## src/core/fdc_regs.svh

```systemverilog
// Purpose: Register offsets, field positions and reset values of the descriptor status block.
// Assumes: Offsets are byte addresses decoded on the seven low address bits.
// Notes: Definitions only.
`ifndef FDC_REGS_SVH
`define FDC_REGS_SVH
`define FDC_ADDR_BITS 7
`define FDC_EDR_OFF 7'h00
`define FDC_SAR0_OFF 7'h04
`define FDC_CR0_OFF 7'h0c
`define FDC_DESC_STRIDE 7'h14
`define FDC_ICR_OFF 7'h54
`define FDC_EDR_EMPTY_LSB 0
`define FDC_EDR_DONE_LSB 4
`define FDC_EDR_ERR_LSB 8
`define FDC_EDR_MISAL_LSB 12
`define FDC_EDR_RESET 32'h0000000f
`define FDC_CR_VALID_BIT 16
`define FDC_CR_CLR_BIT 18
`define FDC_ICR_XFR_LSB 0
`define FDC_ICR_MISAL_LSB 4
`define FDC_ADDR_RESET 32'h00000000
`define FDC_ADDR_STEP 32'h00000004
`endif

```

## src/core/fdc_pkg.sv

```systemverilog
// Purpose: Shared types of the descriptor status block.
// Assumes: Four descriptors.
// Notes: Numeric constants live in fdc_regs.svh.
package fdc_pkg;
  typedef logic [31:0] fdc_word_t;
  typedef logic [15:0] fdc_size_t;
  typedef logic [13:0] fdc_words_t;
endpackage

```

## src/core/fdc_addr_reg.sv

```systemverilog
// Purpose: Read-side address of one descriptor, advancing by a word per beat.
// Assumes: Beats arrive only while the descriptor is valid.
// Notes: Writes are ignored while locked so software cannot disturb a live transfer.
`timescale 1ns/1ps
`include "fdc_regs.svh"
module fdc_addr_reg
  import fdc_pkg::*;
(
  input wire logic clk_i,
  input wire logic rst_i,
  input wire logic ce_i,
  input wire logic wr_i,
  input wire fdc_word_t wdata_i,
  input wire logic lock_i,
  input wire logic beat_i,
  output fdc_word_t addr_o
);
  always_ff @(posedge clk_i or posedge rst_i) begin
    if (rst_i) begin
      addr_o <= `FDC_ADDR_RESET;
    end else if (ce_i) begin
      if (wr_i && !lock_i) begin
        // The two low bits are masked so a transfer always starts word aligned.
        addr_o <= {wdata_i[31:2], 2'b00};
      end else if (beat_i && lock_i) begin
        addr_o <= addr_o + `FDC_ADDR_STEP;
      end
    end
  end

  chk_addr_advance: assert property (@(posedge clk_i) disable iff (rst_i)
    ce_i && beat_i && lock_i |=> addr_o == $past(addr_o) + 32'h00000004)
    else $error("read address did not advance by one word");
  chk_addr_locked: assert property (@(posedge clk_i) disable iff (rst_i)
    (!ce_i || !beat_i) && lock_i |=> addr_o == $past(addr_o))
    else $error("read address changed while locked and idle");
endmodule // fdc_addr_reg

```

## src/core/fdc_desc_flags.sv

```systemverilog
// Purpose: Valid bit and three sticky status flags of one descriptor.
// Assumes: Event inputs are single-cycle pulses on clk_i.
// Notes: A set event wins over any clear in the same cycle, except for the valid bit, where a clear or end wins over valid set.
`timescale 1ns/1ps
module fdc_desc_flags
  import fdc_pkg::*;
(
  input wire logic clk_i,
  input wire logic rst_i,
  input wire logic ce_i,
  input wire logic valid_set_i,
  input wire logic desc_clr_i,
  input wire logic misal_set_i,
  input wire logic misal_clr_i,
  input wire logic xfr_clr_i,
  input wire logic bus_err_i,
  input wire logic xfer_end_i,
  output logic valid_o,
  output logic misal_o,
  output logic err_o,
  output logic done_o
);
  logic next_valid;
  always_comb begin
    next_valid = valid_o;
    if (desc_clr_i) begin
      next_valid = 1'b0;
    end else if (valid_o && xfer_end_i) begin
      next_valid = 1'b0;
    end else if (valid_set_i) begin
      next_valid = 1'b1;
    end
  end

  always_ff @(posedge clk_i or posedge rst_i) begin
    if (rst_i) begin
      valid_o <= 1'b0;
    end else if (ce_i) begin
      valid_o <= next_valid;
    end
  end

  always_ff @(posedge clk_i or posedge rst_i) begin
    if (rst_i) begin
      misal_o <= 1'b0;
    end else if (ce_i) begin
      misal_o <= misal_set_i | (misal_o & ~(misal_clr_i | valid_set_i | desc_clr_i));
    end
  end

  // Errors and completions only count while the descriptor owns a transfer.
  always_ff @(posedge clk_i or posedge rst_i) begin
    if (rst_i) begin
      err_o <= 1'b0;
    end else if (ce_i) begin
      err_o <= (bus_err_i & valid_o) | (err_o & ~(xfr_clr_i | valid_set_i));
    end
  end

  always_ff @(posedge clk_i or posedge rst_i) begin
    if (rst_i) begin
      done_o <= 1'b0;
    end else if (ce_i) begin
      done_o <= (xfer_end_i & valid_o) | (done_o & ~(xfr_clr_i | valid_set_i));
    end
  end

  chk_misal_clear: assert property (@(posedge clk_i) disable iff (rst_i)
    ce_i && misal_clr_i && !misal_set_i |=> !misal_o)
    else $error("misalign flag not cleared");
  chk_err_set: assert property (@(posedge clk_i) disable iff (rst_i)
    ce_i && bus_err_i && valid_o |=> err_o && !valid_o || err_o)
    else $error("transfer error flag not set");
  chk_err_clear: assert property (@(posedge clk_i) disable iff (rst_i)
    ce_i && xfr_clr_i && !(bus_err_i && valid_o) |=> !err_o)
    else $error("transfer error flag not cleared");
  chk_done_end: assert property (@(posedge clk_i) disable iff (rst_i)
    ce_i && xfer_end_i && valid_o && !desc_clr_i |=> done_o && !valid_o)
    else $error("end did not set done and free descriptor");
  chk_done_clear: assert property (@(posedge clk_i) disable iff (rst_i)
    ce_i && valid_set_i && !valid_o && !desc_clr_i |=> !done_o && !err_o && valid_o)
    else $error("valid set did not discard old status");
  cov_error_end: cover property (@(posedge clk_i) disable iff (rst_i)
    err_o && done_o);
endmodule // fdc_desc_flags

```

## src/core/fdc_status.sv

```systemverilog
// Purpose: Descriptor status flags and read-side addresses of a four-descriptor DMA.
// Assumes: APB slave decoded on paddr[6:0]; engine event pulses share clk_i.
// Notes: Status reads have no side effects.
// Function
// - Misalign flag per descriptor, bits 15..12, set for byte count not multiple of four.
// - Misalign flag cleared by its clear bit, by valid set, or by descriptor clear.
// - Misaligned count never aborts; two low count bits are ignored.
// - Error flag, bits 11..8, set on a bus error during that transfer.
// - Error flag cleared by transfer clear bit or by valid set.
// - Done flag, bits 7..4, set when transfer ends, normally or with error.
// - Done flag cleared by transfer clear bit or by valid set.
// - Empty flags, bits 3..0, reset to one: descriptor free.
// - Empty flag low while the descriptor is queued or running.
// - Empty flag returns high when the transfer finishes.
// - Each descriptor holds a 32-bit read start address, reset zero.
// - Status register is read-only at offset zero, reset shows all empty.
// - Setting valid discards prior completion and error status.
// - Only the seven low address bits are decoded.
// - Read address advances after each successful beat.
`timescale 1ns/1ps
`include "fdc_regs.svh"
module fdc_status
  import fdc_pkg::*;
(
  input wire logic clk_i,
  input wire logic rst_i,
  input wire logic ce_i,
  input wire logic psel_i,
  input wire logic penable_i,
  input wire logic pwrite_i,
  input wire logic [31:0] paddr_i,
  input wire fdc_word_t pwdata_i,
  output fdc_word_t prdata_o,
  output logic pready_o,
  output logic pslverr_o,
  input wire logic [3:0] beat_i,
  input wire logic [3:0] bus_err_i,
  input wire logic [3:0] xfer_end_i,
  output logic [3:0] desc_valid_o,
  output fdc_words_t [3:0] desc_words_o,
  output fdc_word_t [3:0] desc_read_addr_o
);
  logic [`FDC_ADDR_BITS-1:0] addr;
  logic wr_en;
  logic icr_wr;
  logic [3:0] misal;
  logic [3:0] err;
  logic [3:0] done;
  logic [3:0] sar_hit;
  logic [3:0] cr_hit;
  logic [3:0] cr_wr_ok;
  logic [3:0] valid_set;
  logic [3:0] desc_clr;
  logic [3:0] misal_set;
  fdc_size_t [3:0] size;
  fdc_word_t status_word;
  fdc_word_t next_rdata;

  assign addr = paddr_i[`FDC_ADDR_BITS-1:0];
  assign wr_en = ce_i && psel_i && penable_i && pwrite_i;
  assign icr_wr = wr_en && (addr == `FDC_ICR_OFF);
  assign pready_o = 1'b1;
  assign pslverr_o = 1'b0;

  // Upper half reads as zero; software is expected to write it back unchanged.
  assign status_word = {16'h0000, misal, err, done, ~desc_valid_o};

  genvar d;
  generate
    for (d = 0; d < 4; d++) begin : g_desc
      assign sar_hit[d] = addr == 7'(`FDC_SAR0_OFF + d * `FDC_DESC_STRIDE);
      assign cr_hit[d] = addr == 7'(`FDC_CR0_OFF + d * `FDC_DESC_STRIDE);
      assign desc_clr[d] = wr_en && cr_hit[d] && pwdata_i[`FDC_CR_CLR_BIT];
      // A live descriptor locks its fields; only the clear bit still acts.
      assign cr_wr_ok[d] = wr_en && cr_hit[d] && !desc_valid_o[d] && !desc_clr[d];
      assign valid_set[d] = cr_wr_ok[d] && pwdata_i[`FDC_CR_VALID_BIT];
      assign misal_set[d] = cr_wr_ok[d] && (pwdata_i[1:0] != 2'b00);
      // The engine moves whole words only, so the low count bits drop out.
      assign desc_words_o[d] = size[d][15:2];

      always_ff @(posedge clk_i or posedge rst_i) begin
        if (rst_i) begin
          size[d] <= 16'h0000;
        end else if (ce_i) begin
          if (desc_clr[d]) begin
            size[d] <= 16'h0000;
          end else if (cr_wr_ok[d]) begin
            size[d] <= pwdata_i[15:0];
          end
        end
      end

      fdc_desc_flags u_flags (
        .clk_i(clk_i),
        .rst_i(rst_i),
        .ce_i(ce_i),
        .valid_set_i(valid_set[d]),
        .desc_clr_i(desc_clr[d]),
        .misal_set_i(misal_set[d]),
        .misal_clr_i(icr_wr && pwdata_i[`FDC_ICR_MISAL_LSB + d]),
        .xfr_clr_i(icr_wr && pwdata_i[`FDC_ICR_XFR_LSB + d]),
        .bus_err_i(bus_err_i[d]),
        .xfer_end_i(xfer_end_i[d]),
        .valid_o(desc_valid_o[d]),
        .misal_o(misal[d]),
        .err_o(err[d]),
        .done_o(done[d])
      );

      fdc_addr_reg u_addr (
        .clk_i(clk_i),
        .rst_i(rst_i),
        .ce_i(ce_i),
        .wr_i(wr_en && sar_hit[d]),
        .wdata_i(pwdata_i),
        .lock_i(desc_valid_o[d]),
        .beat_i(beat_i[d]),
        .addr_o(desc_read_addr_o[d])
      );

      chk_misal_set: assert property (@(posedge clk_i) disable iff (rst_i)
        misal_set[d] |=> misal[d] && desc_valid_o[d] == $past(pwdata_i[`FDC_CR_VALID_BIT]))
        else $error("misaligned count did not raise flag");
      chk_misal_runs: assert property (@(posedge clk_i) disable iff (rst_i)
        valid_set[d] && pwdata_i[1:0] != 2'b00 |=> desc_valid_o[d]
          && desc_words_o[d] == $past(pwdata_i[15:2]))
        else $error("misaligned descriptor did not start");
      chk_empty_return: assert property (@(posedge clk_i) disable iff (rst_i)
        ce_i && desc_valid_o[d] && xfer_end_i[d] && !desc_clr[d]
          |=> status_word[`FDC_EDR_EMPTY_LSB + d] && status_word[`FDC_EDR_DONE_LSB + d])
        else $error("empty flag not restored at transfer end");
      cov_misal: cover property (@(posedge clk_i) disable iff (rst_i)
        misal[d] && desc_valid_o[d]);
      cov_done: cover property (@(posedge clk_i) disable iff (rst_i)
        done[d] && !err[d]);
    end
  endgenerate

  always_comb begin
    next_rdata = 32'h00000000;
    if (addr == `FDC_EDR_OFF) begin
      next_rdata = status_word;
    end
    for (int i = 0; i < 4; i++) begin
      if (sar_hit[i]) begin
        next_rdata = desc_read_addr_o[i];
      end
      if (cr_hit[i]) begin
        next_rdata = {15'h0000, desc_valid_o[i], size[i]};
      end
    end
  end

  // Read data is captured in the setup phase so it stands during the access phase.
  always_ff @(posedge clk_i or posedge rst_i) begin
    if (rst_i) begin
      prdata_o <= 32'h00000000;
    end else if (ce_i && psel_i && !penable_i && !pwrite_i) begin
      prdata_o <= next_rdata;
    end
  end

  chk_status_reset: assert property (@(posedge clk_i)
    $fell(rst_i) |-> status_word == `FDC_EDR_RESET)
    else $error("status reset value wrong");
  chk_status_upper: assert property (@(posedge clk_i) disable iff (rst_i)
    ce_i && psel_i && !penable_i && !pwrite_i && addr == `FDC_EDR_OFF
      |=> prdata_o[31:16] == 16'h0000 && prdata_o[15:0] == $past(status_word[15:0]))
    else $error("status read returned wrong value");
  chk_read_pure: assert property (@(posedge clk_i) disable iff (rst_i)
    ce_i && psel_i && !pwrite_i && beat_i == 4'h0 && bus_err_i == 4'h0 && xfer_end_i == 4'h0
      |=> status_word == $past(status_word))
    else $error("status changed on a read");
  chk_ce_freeze: assert property (@(posedge clk_i) disable iff (rst_i)
    !ce_i |=> status_word == $past(status_word) && desc_read_addr_o == $past(desc_read_addr_o))
    else $error("state moved while clock enable low");
  cov_err_all: cover property (@(posedge clk_i) disable iff (rst_i) err == 4'hf);
endmodule // fdc_status

```

## config.mk

```make
export PLATFORM = sky130hd
export DESIGN_NAME = fdc_status
export DESIGN_NICKNAME = d
export VERILOG_FILES = /design/src/core/fdc_pkg.sv /design/src/core/fdc_addr_reg.sv /design/src/core/fdc_desc_flags.sv /design/src/core/fdc_status.sv
export VERILOG_INCLUDE_DIRS = /design/src /design/src/core
export SDC_FILE = /design/constraint.sdc
export NUM_CORES = 1
export LEC_CHECK = 0
export ABC_AREA = 1
export BUFFER_PORTS_ARGS = -buffer_cell sky130_fd_sc_hd__buf_4
export CAP_MARGIN = 20
export CORE_MARGIN = 5
export CORE_UTILIZATION = 55
export DETAILED_ROUTE_END_ITERATION = 12
export GPL_TIMING_DRIVEN = 0
export PLACE_DENSITY = 0.8
export SLEW_MARGIN = 40
export SYNTH_ARGS = -nofsm -noshare
export SYNTH_HDL_FRONTEND = slang
export SYNTH_SLANG_ARGS = --single-unit
```

## constraint.sdc

```tcl
create_clock -name clk_i -period 9.7 [get_ports clk_i]
set_input_delay 0.97 -clock clk_i [delete_from_list [all_inputs] [get_ports clk_i]]
set_output_delay 0.97 -clock clk_i [all_outputs]
set_load 0.005 [all_outputs]
```

==> impl_metrics.csv <==
group,metric,value,unit
clock_network,cts_resized,0,
floorplanning,io_pins,304,
power_and_ir_drop,powerDensity,145.8,mW/mm^2
power_and_ir_drop,p_sw,883.7,uW
logic_synthesis,synth_compound_area_frac,0.1118,
grt,grt_antenna_before_repair,0,
clock_network,cts_made_buffers,26,
floorplanning,rows,61,
logic_synthesis,synth_top_family_by_area,"simple AND/OR/NAND/NOR gates",
timing,fin_ws,6.984,ns
clock_network,cts_root_buf,"clkbuf_16",
route,vias,18910,
power_and_ir_drop,p_int,1.907,mW
power_and_ir_drop,pwr-share-seq,0.428,
route,ant_nets,0,
timing,whs,0.4252,ns
logic_synthesis,yosysTopAreaCell,"dfrtp_1",
timing,tightest_slew,0.6944,ns
timing,min_period,2.716,ns
flow_run,max_cap_viol_count,0,
grt,groute.layer.met3.usage,0.1346,
clock_network,clkSlewWorstSetupHoldPaths,0.06,ns
clock_network,clock_sinks,232,
logic_synthesis,ys.flop_type,"dfrtp_1",
final_layout,nets,2768,
clock_network,clock_path_buffers,3,
route,viasPerCell,6.140,
power_and_ir_drop,switching_share,0.3167,
floorplanning,design.core.area,0.02793,mm^2
route,first_iter_violations,2744,
logic_synthesis,yosys_warnings,0,
final_layout,drive_gt1_frac,0.1715,
status,status,"finished clean",
grt,grt_pass1_vias,18090,
setup_path,crit_chain,"buf_4 > inv_2 > nand3_1 > nor2_2 > clkbuf_1 > nand2_1 > nand3_1 > nor2_1 > nand3_1 > nand2_1 > nand2_1",
setup_path,critical-path-top-delay-family,"simple AND/OR/NAND/NOR gates",
logic_synthesis,synth_top_area_share,0.3718,
clock_network,cts_tree,"done",
power_and_ir_drop,ir_drop,0.0001501,V
logic_synthesis,synthMuxAreaShare,0,
clock_network,hold_buffers,0,
power_and_ir_drop,power.share.clock,0.394,
placed_design,dp_hpwl,56090,um
logic_synthesis,async_flop_share,1.000,
timing,relSlewSlack,0.5371,
route,drc,0,
clock_network,clk-insertion-delay-late,0.55,ns
floorplanning,dieArea,0.03186,mm^2
hold_path,hold_path.class,"primary input to async pin",
placed_design,place_ws,6.560,ns
route,wl,72520,um
setup_path,worstPathArrival,3.21,ns
setup_path,cp_slowest_cell,"clkbuf_1",
grt,met2_usage,0.7152,
grt,grt_remaining_overflow,0,
route,wl_per_cell,23.55,um
floorplanning,fp.dieW,178.5,um
logic_synthesis,synth_edf_count,0,
setup_path,path_buf_inv,3,
setup_path,end_kind,"flop",
grt,grt_usage,0.4443,
logic_synthesis,syn_area,0.01561,mm^2
logic_synthesis,synth_top_cells_by_area,"dfrtp_1 (37%), nand2_1 (20%), nand3_1 (7.6%)",
setup_path,cp.required,10.19,ns
grt,top_usage_layer,"met2",
power_and_ir_drop,total_power,2.791,mW
timing,hold_viol,0,
floorplanning,start_util,0.5590,
logic_synthesis,synth_area_per_cell,6.569,um^2
setup_path,slowest_delay,0.50,ns
timing,fin_crit_sh,0.2800,
clock_network,cts_setup_buffers,0,
power_and_ir_drop,p_comb_frac,0.178,
logic_synthesis,synth-seq-cells,232,
timing,finClkSkew,0.01040,ns
timing,setup_tns,0,ns
grt,grt_max_degree,73,
power_and_ir_drop,leakage,9.701,nW
setup_path,crit_type,"primary input to flop",
setup_path,start_kind,"primary input",
timing,maxSlewViolCount,0,
logic_synthesis,syn_inst,2377,
timing,rsz0062_at_grt,"false",
grt,grt_pass1_wl,106800,um
floorplanning,die_h,178.5,um
logic_synthesis,synth_xor_xnor_area_share,0.01178,
logic_synthesis,yosys.area_share.simple,0.3931,
grt,grt_util_met1,0.5438,
timing,setup_viol,0,
setup_path,cp_max_fo,10,
placed_design,gp_congestion,1.079,
timing,max_freq,368.2,MHz
clock_network,cts-htree-levels,1,
logic_synthesis,yosys.area_share.adder,0.003205,
logic_synthesis,yosysSeqAreaShare,0.3718,
logic_synthesis,yosysUniqueCellTypes,43,
final_layout,area_growth,22.58,%
placed_design,portBuffers,266,
route,drtPass1Iterations,9,
## synthesized netlist by cell type, drive strengths merged, types with 2 or more instances
cell     count
nand4       27
nor2       272
o31ai       28
nand3      238
inv        202
dfrtp      232
and3        12
buf        111
conb         2
xnor2        3
xor2        18
ha           4
o211ai      38
o2111ai     12
nor3b        2
o21ai      158
nand3b      17
nand2      844
a21oi       55
nor3        45
o22ai        6
o22a         2
clkbuf      40
clkinv       5
## sequential cells by signal, indices dropped and copies added, names as in the netlist
register                count
g_desc.u_flags.err_o        4
g_desc.u_addr.addr_o      120
prdata_o                   32
size                        8
g_desc.u_flags.misal_o      4
g_desc.u_flags.done_o       4
g_desc.u_flags.valid_o      4
desc_words_o               56
## area by class of cell
class	instances	area [um^2]
inverter	207	790.8
timing repair buffer	269	2079
fill	2520	8793
buffer	151	900.9
tap	378	473.0
clock buffer	33	726.9
clock inverter	13	206.4
antenna	1	2.502
multi-input combinational	1795	8155
sequential	232	5806
## stage by stage
step | instance area [um^2] | cells | utilization
final | 19140 | 3079 | 0.6852
after global routing | 19140 | 3078 | 0.6851
after CTS | 19140 | 3078 | 0.6851
after detailed placement | 18210 | 3032 | 0.6517
after global placement | 18110 | 3029 | 0.6485
after floorplan | 15650 | 2385 | -
## logic make-up after synthesis
kind of cell	after synthesis
AO/OA/AOI/OAI	301
XOR/XNOR	21
adder cells (fa/ha/maj)	4
buffers and inverters	358
flip-flops	232
other	2
AND/OR/NAND/NOR	1459
## cells in the final DEF, fill, tap and decap left out, drive strengths merged
master	synthesis	layout
clkinvlp	0	2
o2111ai	12	12
and3	12	12
o31ai	28	28
o22ai	6	6
nor4	1	1
nand2	844	844
o211ai	38	38
ha	4	4
diode	0	1
a21o	1	1
nor3b	2	2
or2	1	1
clkbuf	40	73
o21ai	158	158
nor2	272	272
dfrtp	232	232
o22a	2	2
xor2	18	18
nor3	45	45
a21oi	55	55
conb	2	10
a31oi	1	1
buf	111	380
nand3b	17	17
nand3	238	238
clkinv	5	11
xnor2	3	3
inv	202	202
nand4	27	27
bufinv	0	5
## path summary, 6_finish.rpt
check	from	end	slack, ns	cells past startpoint
max reg2reg	g_desc[2].u_flags.valid_o	g_desc[2].u_addr.addr_o[25]	7.32	8
min in group clk_i	prdata_o[17]	prdata_o[17]	0.49	2
max in group asynchronous	rst_i	g_desc[3].u_addr.addr_o[5]	8.27	4
max	paddr_i[6]	prdata_o[14]	6.98	11
min	rst_i	prdata_o[5]	0.43	2
min reg2reg	prdata_o[17]	prdata_o[17]	0.49	2
## per-layer routing
metal  vias up  wire, um
met5         -         0
met2      1548     32450
met3       376     10460
met1      8742     24830
li1       8239         -
met4         0      4781
## power groups by stage
stage / clock network (mW) / logic, mW / registers (mW)
finish: 1.10 / 0.498 / 1.19
global route: 1.13 / 0.548 / 1.20
CTS: 1.09 / 0.487 / 1.18
detailed placement: 0 / 0.484 / 1.20
global placement: 0 / 0.465 / 1.20
floorplan: 0 / 0.237 / 1.15
Power figures use the tool's default switching activity.
